===== src/verilog/timer_consts.svh =====
// offsets, field positions, reset values and timing counts of the capture/reload timer
`ifndef TIMER_CONSTS_SVH
`define TIMER_CONSTS_SVH

// ----------------------------------------
// register indices (byte address is four times the index)
// ----------------------------------------
`define IDX_CONTROL 8'hC8
`define IDX_MODE_CONTROL 8'hC9
`define IDX_RELOAD_LOW 8'hCA
`define IDX_RELOAD_HIGH 8'hCB
`define IDX_COUNT_LOW 8'hCC
`define IDX_COUNT_HIGH 8'hCD

// ----------------------------------------
// control and mode control register fields
// ----------------------------------------
`define BIT_OVERFLOW_FLAG 7
`define BIT_EXTERNAL_FLAG 6
`define BIT_RECEIVE_CLOCK_SELECT 5
`define BIT_TRANSMIT_CLOCK_SELECT 4
`define BIT_TRIGGER_ENABLE 3
`define BIT_RUN_CONTROL 2
`define BIT_COUNTER_SELECT 1
`define BIT_CAPTURE_RELOAD_SELECT 0
`define BIT_DOWN_COUNT_ENABLE 0

// ----------------------------------------
// reset values and the top count
// ----------------------------------------
`define RST_CONTROL 8'h00
`define RST_MODE_CONTROL 1'h0
`define RST_RELOAD 16'h0000
`define RST_COUNT 16'h0000
`define COUNT_TOP 16'hFFFF

// ----------------------------------------
// machine cycle timing in oscillator periods
// ----------------------------------------
`define MC_PERIODS 4'hC
`define MC_LAST 4'hB
`define SAMPLE_PHASE 4'h9
`define UPDATE_PHASE 4'h4

// ----------------------------------------
// bus answers
// ----------------------------------------
`define RESP_OKAY 2'h0
`define RESP_SLVERR 2'h2

`endif


===== src/verilog/timer_pkg.sv =====
// types shared by the capture/reload timer files
package timer_pkg;

  typedef enum logic [1:0] {
    MODE_OFF = 2'b00,
    MODE_RELOAD = 2'b01,
    MODE_CAPTURE = 2'b10,
    MODE_BAUD = 2'b11
  } tmr_mode_e;

endpackage


===== src/verilog/timing_if.sv =====
// machine cycle phases and sampled pin events passed to the timer core
`timescale 1ns/1ps
interface timing_if;
  logic mc_tick;
  logic state_tick;
  logic count_fall;
  logic trig_fall;
  logic trig_level;
  logic [3:0] phase;

  modport src (output mc_tick, output state_tick, output count_fall, output trig_fall, output trig_level,
    output phase);
  modport dst (input mc_tick, input state_tick, input count_fall, input trig_fall, input trig_level,
    input phase);
endinterface


===== src/verilog/machine_timing.sv =====
// machine cycle phase counter and pin sampling for the count and trigger inputs
`timescale 1ns/1ps
`include "timer_consts.svh"
module machine_timing (
  // clock and reset
  input wire logic ref_clk,
  input wire logic rst,
  // pins
  input wire logic count_input,
  input wire logic trigger_input,
  // to the core
  timing_if.src tm
);

  // ----------------------------------------
  // phase counter
  // ----------------------------------------
  logic [3:0] phase_q;

  always_ff @(posedge ref_clk or posedge rst) begin
    if (rst) begin
      phase_q <= 4'h0;
    end else if (phase_q == `MC_LAST) begin
      phase_q <= 4'h0;
    end else begin
      phase_q <= phase_q + 4'h1;
    end
  end

  // ----------------------------------------
  // pin synchronisers
  // ----------------------------------------
  logic [2:0] pin_sync_q [2];
  logic [1:0] pin_level_q;
  logic [1:0] samp_q;
  logic [1:0] samp_prev_q;
  logic [1:0] pin_raw;

  assign pin_raw = {trigger_input, count_input};

  genvar g;
  generate
    for (g = 0; g < 2; g++) begin : g_pin
      // a level counts only once the second and third stage agree
      always_ff @(posedge ref_clk or posedge rst) begin
        if (rst) begin
          pin_sync_q[g] <= 3'h7;
          pin_level_q[g] <= 1'h1;
        end else begin
          pin_sync_q[g] <= {pin_sync_q[g][1:0], pin_raw[g]};
          if (pin_sync_q[g][1] == pin_sync_q[g][2]) begin
            pin_level_q[g] <= pin_sync_q[g][2];
          end
        end
      end

      always_ff @(posedge ref_clk or posedge rst) begin
        if (rst) begin
          samp_q[g] <= 1'h1;
          samp_prev_q[g] <= 1'h1;
        end else if (phase_q == `SAMPLE_PHASE) begin
          samp_q[g] <= pin_level_q[g];
          samp_prev_q[g] <= samp_q[g];
        end
      end
    end
  endgenerate

  assign tm.count_fall = (phase_q == `UPDATE_PHASE) && samp_prev_q[0] && !samp_q[0];
  assign tm.trig_fall = (phase_q == `UPDATE_PHASE) && samp_prev_q[1] && !samp_q[1];
  assign tm.trig_level = samp_q[1];
  assign tm.mc_tick = (phase_q == `UPDATE_PHASE);
  assign tm.state_tick = phase_q[0];
  assign tm.phase = phase_q;
endmodule // machine_timing


===== src/verilog/capture_reload_timer.sv =====
// sixteen bit capture/reload/baud timer with an axi4-lite register port
//
// Added by the designer: the AXI4-Lite slave port.
`timescale 1ns/1ps
`include "timer_consts.svh"
// Notes on behaviour
// - overflow sets sticky overflow flag
// - no overflow flag while serial selects set
// - enabled trigger edge sets external flag unless down count
// - external flag interrupts unless down count
// - receiver clock from this or other timer
// - transmitter clock from this or other timer
// - trigger edges only when trigger enabled
// - timer runs only while run control set
// - counter select picks cycles or pin edges
// - capture or reload on trigger edges
// - baud mode always reloads on overflow
// - mode decoded from selects and run
// - timer ticks once per machine cycle, every state time in baud mode
// - count pin sampled once per cycle
// - increment visible at next update phase
// - capture mode without trigger is plain timer
// - trigger edge copies count to capture
// - reload mode overflow loads reload pair
// - down count wraps to all ones
// - pins are port bits zero and one
module capture_reload_timer (
  // clock and reset
  input wire logic ref_clk,
  input wire logic rst,
  // port bit 0 and bit 1 alternate functions
  input wire logic count_input,
  input wire logic trigger_input,
  // serial port and interrupt side
  input wire logic [1:0] serial_mode,
  input wire logic other_timer_overflow,
  input wire logic timer_irq_enable,
  output logic rx_clk_pulse,
  output logic tx_clk_pulse,
  output logic timer_irq,
  // axi4-lite slave
  input wire logic [11:0] s_axi_awaddr,
  input wire logic s_axi_awvalid,
  output logic s_axi_awready,
  input wire logic [31:0] s_axi_wdata,
  input wire logic [3:0] s_axi_wstrb,
  input wire logic s_axi_wvalid,
  output logic s_axi_wready,
  output logic [1:0] s_axi_bresp,
  output logic s_axi_bvalid,
  input wire logic s_axi_bready,
  input wire logic [11:0] s_axi_araddr,
  input wire logic s_axi_arvalid,
  output logic s_axi_arready,
  output logic [31:0] s_axi_rdata,
  output logic [1:0] s_axi_rresp,
  output logic s_axi_rvalid,
  input wire logic s_axi_rready
);

  // ----------------------------------------
  // timing and pins
  // ----------------------------------------
  timing_if tm ();

  machine_timing u_timing (
    .ref_clk(ref_clk),
    .rst(rst),
    .count_input(count_input),
    .trigger_input(trigger_input),
    .tm(tm)
  );

  // ----------------------------------------
  // registers
  // ----------------------------------------
  logic [7:0] ctrl_q;
  logic down_count_enable_q;
  logic [15:0] rcap_q;
  logic [15:0] cnt_q;

  function automatic logic idx_ok(input logic [11:0] addr);
    idx_ok = (addr[11:10] == 2'h0) && (addr[9:2] >= `IDX_CONTROL) && (addr[9:2] <= `IDX_COUNT_HIGH);
  endfunction

  function automatic timer_pkg::tmr_mode_e decode_mode(input logic run, input logic baud, input logic cap);
    if (!run) begin
      decode_mode = timer_pkg::MODE_OFF;
    end else if (baud) begin
      decode_mode = timer_pkg::MODE_BAUD;
    end else if (cap) begin
      decode_mode = timer_pkg::MODE_CAPTURE;
    end else begin
      decode_mode = timer_pkg::MODE_RELOAD;
    end
  endfunction

  // ----------------------------------------
  // axi4-lite handshake
  // ----------------------------------------
  logic wr_go;
  logic wr_fire;
  logic rd_go;
  logic [7:0] wr_idx;
  logic [7:0] wr_byte;
  logic wr_lane;

  // address and data are taken together, one write in flight
  assign wr_go = s_axi_awvalid && s_axi_wvalid && !s_axi_awready && !s_axi_bvalid;
  assign wr_fire = s_axi_awready && s_axi_awvalid && s_axi_wvalid;
  assign rd_go = s_axi_arvalid && !s_axi_arready && !s_axi_rvalid;
  assign wr_idx = s_axi_awaddr[9:2];
  assign wr_byte = s_axi_wdata[7:0];
  assign wr_lane = wr_fire && s_axi_wstrb[0] && idx_ok(s_axi_awaddr);

  always_ff @(posedge ref_clk or posedge rst) begin
    if (rst) begin
      s_axi_awready <= 1'h0;
      s_axi_wready <= 1'h0;
      s_axi_bvalid <= 1'h0;
      s_axi_bresp <= `RESP_OKAY;
    end else begin
      s_axi_awready <= wr_go;
      s_axi_wready <= wr_go;
      if (wr_fire) begin
        s_axi_bvalid <= 1'h1;
        s_axi_bresp <= idx_ok(s_axi_awaddr) ? `RESP_OKAY : `RESP_SLVERR;
      end else if (s_axi_bready) begin
        s_axi_bvalid <= 1'h0;
      end
    end
  end

  always_ff @(posedge ref_clk or posedge rst) begin
    if (rst) begin
      s_axi_arready <= 1'h0;
      s_axi_rvalid <= 1'h0;
      s_axi_rdata <= 32'h0;
      s_axi_rresp <= `RESP_OKAY;
    end else begin
      s_axi_arready <= rd_go;
      if (s_axi_arready && s_axi_arvalid) begin
        s_axi_rvalid <= 1'h1;
        s_axi_rresp <= idx_ok(s_axi_araddr) ? `RESP_OKAY : `RESP_SLVERR;
        unique case (s_axi_araddr[9:2])
          `IDX_CONTROL: s_axi_rdata <= {24'h0, ctrl_q};
          `IDX_MODE_CONTROL: s_axi_rdata <= {31'h0, down_count_enable_q};
          `IDX_RELOAD_LOW: s_axi_rdata <= {24'h0, rcap_q[7:0]};
          `IDX_RELOAD_HIGH: s_axi_rdata <= {24'h0, rcap_q[15:8]};
          `IDX_COUNT_LOW: s_axi_rdata <= {24'h0, cnt_q[7:0]};
          `IDX_COUNT_HIGH: s_axi_rdata <= {24'h0, cnt_q[15:8]};
          default: s_axi_rdata <= 32'h0;
        endcase
      end else if (s_axi_rready) begin
        s_axi_rvalid <= 1'h0;
      end
    end
  end

  // ----------------------------------------
  // count events
  // ----------------------------------------
  logic baud;
  logic trig_en;
  logic down_count_enable_mode;
  logic down;
  logic step;
  logic roll_up;
  logic roll_dn;
  logic roll;
  logic trig_ev;
  logic cap_ev;
  logic trig_reload;
  logic cnt_we;
  timer_pkg::tmr_mode_e mode;

  assign baud = ctrl_q[`BIT_RECEIVE_CLOCK_SELECT] || ctrl_q[`BIT_TRANSMIT_CLOCK_SELECT];
  assign trig_en = ctrl_q[`BIT_TRIGGER_ENABLE];
  assign mode = decode_mode(ctrl_q[`BIT_RUN_CONTROL], baud, ctrl_q[`BIT_CAPTURE_RELOAD_SELECT]);
  assign down_count_enable_mode = down_count_enable_q && (mode == timer_pkg::MODE_RELOAD);
  assign down = down_count_enable_mode && !tm.trig_level;
  // cycles or pin edges
  // baud mode with the timer function steps every state time
  assign step = (mode != timer_pkg::MODE_OFF) &&
    (ctrl_q[`BIT_COUNTER_SELECT] ? tm.count_fall : (baud ? tm.state_tick : tm.mc_tick));
  assign roll_up = step && !down && (cnt_q == `COUNT_TOP);
  assign roll_dn = step && down && (cnt_q == rcap_q);
  assign roll = roll_up || roll_dn;
  assign trig_ev = trig_en && tm.trig_fall;
  assign cap_ev = trig_ev && !baud && ctrl_q[`BIT_CAPTURE_RELOAD_SELECT];
  // in up/down mode the trigger steers direction and never reloads
  assign trig_reload = trig_ev && !baud && !ctrl_q[`BIT_CAPTURE_RELOAD_SELECT] && !down_count_enable_q;
  assign cnt_we = wr_lane && ((wr_idx == `IDX_COUNT_LOW) || (wr_idx == `IDX_COUNT_HIGH));

  // ----------------------------------------
  // count register
  // ----------------------------------------
  always_ff @(posedge ref_clk or posedge rst) begin
    if (rst) begin
      cnt_q <= `RST_COUNT;
    end else if (cnt_we) begin
      // software write wins over a step in the same cycle
      if (wr_idx == `IDX_COUNT_LOW) begin
        cnt_q <= {cnt_q[15:8], wr_byte};
      end else begin
        cnt_q <= {wr_byte, cnt_q[7:0]};
      end
    end else if (roll_dn) begin
      cnt_q <= `COUNT_TOP;
    end else if (roll_up) begin
      unique case (mode)
        timer_pkg::MODE_CAPTURE: cnt_q <= 16'h0000;
        default: cnt_q <= rcap_q;
      endcase
    end else if (trig_reload) begin
      cnt_q <= rcap_q;
    end else if (step) begin
      cnt_q <= down ? cnt_q - 16'h0001 : cnt_q + 16'h0001;
    end
  end

  // ----------------------------------------
  // capture/reload pair and mode control
  // ----------------------------------------
  always_ff @(posedge ref_clk or posedge rst) begin
    if (rst) begin
      rcap_q <= `RST_RELOAD;
    end else if (cap_ev) begin
      rcap_q <= cnt_q;
    end else if (wr_lane && (wr_idx == `IDX_RELOAD_LOW)) begin
      rcap_q <= {rcap_q[15:8], wr_byte};
    end else if (wr_lane && (wr_idx == `IDX_RELOAD_HIGH)) begin
      rcap_q <= {wr_byte, rcap_q[7:0]};
    end
  end

  always_ff @(posedge ref_clk or posedge rst) begin
    if (rst) begin
      down_count_enable_q <= `RST_MODE_CONTROL;
    end else if (wr_lane && (wr_idx == `IDX_MODE_CONTROL)) begin
      down_count_enable_q <= wr_byte[`BIT_DOWN_COUNT_ENABLE];
    end
  end

  // ----------------------------------------
  // control register and flags
  // ----------------------------------------
  logic ctrl_we;
  logic ovf_set;
  logic ext_set;
  logic ext_toggle;

  assign ctrl_we = wr_lane && (wr_idx == `IDX_CONTROL);
  assign ovf_set = roll && !baud;
  assign ext_set = trig_ev && !down_count_enable_mode;
  // in up/down mode the external flag is a seventeenth count bit
  assign ext_toggle = down_count_enable_mode && roll;

  always_ff @(posedge ref_clk or posedge rst) begin
    if (rst) begin
      ctrl_q[5:0] <= 6'(`RST_CONTROL);
    end else if (ctrl_we) begin
      ctrl_q[5:0] <= wr_byte[5:0];
    end
  end

  always_ff @(posedge ref_clk or posedge rst) begin
    if (rst) begin
      ctrl_q[`BIT_OVERFLOW_FLAG] <= 1'h0;
    end else if (ovf_set) begin
      ctrl_q[`BIT_OVERFLOW_FLAG] <= 1'h1;
    end else if (ctrl_we) begin
      ctrl_q[`BIT_OVERFLOW_FLAG] <= wr_byte[`BIT_OVERFLOW_FLAG];
    end
  end

  always_ff @(posedge ref_clk or posedge rst) begin
    if (rst) begin
      ctrl_q[`BIT_EXTERNAL_FLAG] <= 1'h0;
    end else if (ext_set) begin
      ctrl_q[`BIT_EXTERNAL_FLAG] <= 1'h1;
    end else if (ext_toggle) begin
      ctrl_q[`BIT_EXTERNAL_FLAG] <= !ctrl_q[`BIT_EXTERNAL_FLAG];
    end else if (ctrl_we) begin
      ctrl_q[`BIT_EXTERNAL_FLAG] <= wr_byte[`BIT_EXTERNAL_FLAG];
    end
  end

  // ----------------------------------------
  // serial clocks and interrupt request
  // ----------------------------------------
  logic ser_13;

  assign ser_13 = serial_mode[0];

  always_ff @(posedge ref_clk or posedge rst) begin
    if (rst) begin
      rx_clk_pulse <= 1'h0;
      tx_clk_pulse <= 1'h0;
      timer_irq <= 1'h0;
    end else begin
      rx_clk_pulse <= ser_13 && (ctrl_q[`BIT_RECEIVE_CLOCK_SELECT] ? roll : other_timer_overflow);
      tx_clk_pulse <= ser_13 && (ctrl_q[`BIT_TRANSMIT_CLOCK_SELECT] ? roll : other_timer_overflow);
      // external flag gated by down count
      timer_irq <= timer_irq_enable &&
        (ctrl_q[`BIT_OVERFLOW_FLAG] || (ctrl_q[`BIT_EXTERNAL_FLAG] && !down_count_enable_q));
    end
  end
endmodule // capture_reload_timer


===== config.mk =====
export PLATFORM = sky130hd
export DESIGN_NAME = capture_reload_timer
export DESIGN_NICKNAME = d
export VERILOG_FILES = /design/src/verilog/timer_pkg.sv /design/src/verilog/timing_if.sv /design/src/verilog/machine_timing.sv /design/src/verilog/capture_reload_timer.sv
export VERILOG_INCLUDE_DIRS = /design/src /design/src/verilog
export SDC_FILE = /design/constraint.sdc
export NUM_CORES = 1
export LEC_CHECK = 0
export BUFFER_PORTS_ARGS = -buffer_cell sky130_fd_sc_hd__buf_2
export CORE_ASPECT_RATIO = 1.2
export CORE_MARGIN = 8
export CORE_UTILIZATION = 55
export CTS_CLUSTER_DIAMETER = 30
export DETAILED_ROUTE_END_ITERATION = 7
export PLACE_DENSITY_LB_ADDON = 0.2
export SETUP_SLACK_MARGIN = 0.4
export SYNTH_ARGS = -nofsm -noshare
export SYNTH_HDL_FRONTEND = slang
export SYNTH_HIERARCHICAL = 1
export SYNTH_SLANG_ARGS = --single-unit

===== constraint.sdc =====
create_clock -name ref_clk -period 7.8 [get_ports ref_clk]
set_clock_uncertainty 0.15 [all_clocks]
set_input_delay 1.17 -clock ref_clk [delete_from_list [all_inputs] [get_ports ref_clk]]
set_output_delay 1.17 -clock ref_clk [all_outputs]
set_load 0.02 [all_outputs]

==> summary.txt <==
Tot Pwr - 0.000737 W
First-pass GRT wire length - 21500 um
Clock Path Buffers - 2
Layout overhead on the synthesized area - 9.50%
Final hold vios - 0
Grt total ovfl - 0
ANT cells - 0
CTS Sinks - 74
CP Class - reg -> reg
Die H - 119 um
GP Congestion - 0.957
Max Transition Viols Final - 0
Area of the die - 0.0122 mm^2
RSZ-0062 raised after global routing - no
Worst Path Max Fanout - 15
R2R cell count - 10
DR pass1 iterations - 7
Filler instances - 747
Slew @ Worst Pin - 1070 ps
Reg-to-reg slack, setup - 4370 ps
CTS tree - built
Fmax - 291 MHz
Synth Instances - 503
Largest net degree at the start of global routing - 59
Share of layout cells above drive strength 1 - 20.7%
Starting Density - 56.9%
Vias/cell - 6.28
DR vias - 4286
Gr usage total - 22.7%
Max cap viols - 0
Hold crit path type - reg -> reg
Post-Syn Area per Cell - 9.74 um^2
Row cnt - 37
Remaining DRCs - 0
Layout Utilization - 62.3%
Slew HR - 26.5%
Post-cts hold buffer count - 0
Fin crit share - 44.0%
DP HPWL - 10300 um
Worst hold path depth - 0
Setup Viol. Count Final - 0
# IOs - 117
Worst setup EP type - flop
Final #Nets - 651
Root buffer cell - clkbuf_8
P_leak - 2.46 nW
Power Density - 137 mW/mm^2
Vias in the first global route - 4138
Post-route minimum period - 3430 ps
WL/cell - 20.1 um
Htree depth - 3
Skew-Pair Late Insertion Delay - 360 ps
Status - completed
Final TNS setup - 0 ps
Core Footprint - 0.00861 mm^2
CTS Buf Count - 9
Required time worst endpoint - 7900 ps
Routed WL - 13700 um
Critical Path Start Type - flop
Port buffer count - 58
Post-route ant nets - 0
DR iter-0 viols - 267
Worst-path clk slew - 80 ps
Initial antenna violation count - 0
DIE WIDTH - 102 um
Maximum VDD drop - 0.000119 V
Setup Buffers After CTS - 0
Ys Warns - 6
Post-cts sizing count - 0
CP arrival - 3530 ps
Post-Syn Area - 0.00490 mm^2
## placed cells by master, fill, tap and decap left out, types with 7 or more instances in the layout
cell type,instances
dfstp_2,12
a31oi_1,9
nand4_1,15
mux2_2,7
a21oi_1,34
mux2i_1,22
clkbuf_8,9
nor2_1,35
nand3b_1,8
a22o_1,12
a211oi_1,7
buf_2,58
a222oi_1,7
ha_1,17
dfrtp_1,62
nand2_1,46
a21o_1,8
a22oi_1,8
xnor2_1,26
a221o_1,9
inv_1,8
conb_1,26
o21ai_0,12
## power breakdown
part           internal [W]  switching, W
sequential         0.000396    0.00000631
combinational     0.0000242     0.0000470
clock              0.000115      0.000149
total              0.000534      0.000203
## area by class of cell
cell class | count | area (um^2) | share of cell area, %
flip-flops and latches | 74 | 1870 | 34.8
clock buffers | 9 | 124 | 2.31
well taps | 117 | 146 | 2.73
repair buffers | 61 | 313 | 5.83
inverters | 9 | 33.8 | 0.630
clock inverters | 7 | 42.5 | 0.793
multi-input cells | 405 | 2840 | 52.9
## worst paths after layout
check	startpoint	to
min in group asynchronous	rst	u_timing/tm.phase[1]
worst max-delay path	ctrl_q[5]	cnt_q[15]
worst min register to register	u_timing/pin_sync_q[3]	u_timing/pin_sync_q[4]
worst min-delay path	u_timing/pin_sync_q[3]	u_timing/pin_sync_q[4]
max in group asynchronous	rst	s_axi_rdata[6]
worst max register to register	ctrl_q[5]	cnt_q[15]
## routing by layer
| layer | up-vias | global-route usage, % | wire length [um] |
|---|---|---|---|
| li1 | 1956 | - | - |
| met1 | 2085 | 27.6 | 5590 |
| met2 | 207 | 36.1 | 6530 |
| met3 | 38 | 5.71 | 1140 |
| met4 | 0 | 11.2 | 478 |
| met5 | - | 0 | 0 |
## state kept, by name, indices dropped and copies added (netlist names)
register                cells
u_timing/pin_sync_q         6
u_timing/samp_prev_q        2
down_count_enable_q         1
u_timing/samp_q             1
s_axi_bvalid                1
s_axi_wready                1
ctrl_q                      8
timer_irq                   1
s_axi_rvalid                1
u_timing/pin_level_q        2
rx_clk_pulse                1
s_axi_arready               1
tx_clk_pulse                1
s_axi_bresp                 1
u_timing/tm.phase           4
s_axi_rresp                 1
u_timing/tm.trig_level      1
cnt_q                      16
s_axi_rdata                 8
rcap_q                     16
## critical path, stage by stage, from the launching register on
cell and delay [ps]:
dfrtp_1 490, nor2_4 240, and4b_2 500, ha_1 360, a21o_1 190, a21o_1 200, a2111oi_0 470, o311ai_1 200
nand2_1 150, xnor2_1 80, a221o_1 280
## through the flow
stage          instance area (um^2)  setup WS (ps)  hold WS (ps)  instances
6_report                       5360           4370           209        682
5_1_grt                        5360           4050           217        682
4_1_cts                        5360           4410           211        682
3_5_place_dp                   5200           4260           199        666
3_3_place_gp                   5200           4320           197        666
2_1_floorplan                  4990           4860           195        528
Note: power is estimated with default switching activity, not from simulation.
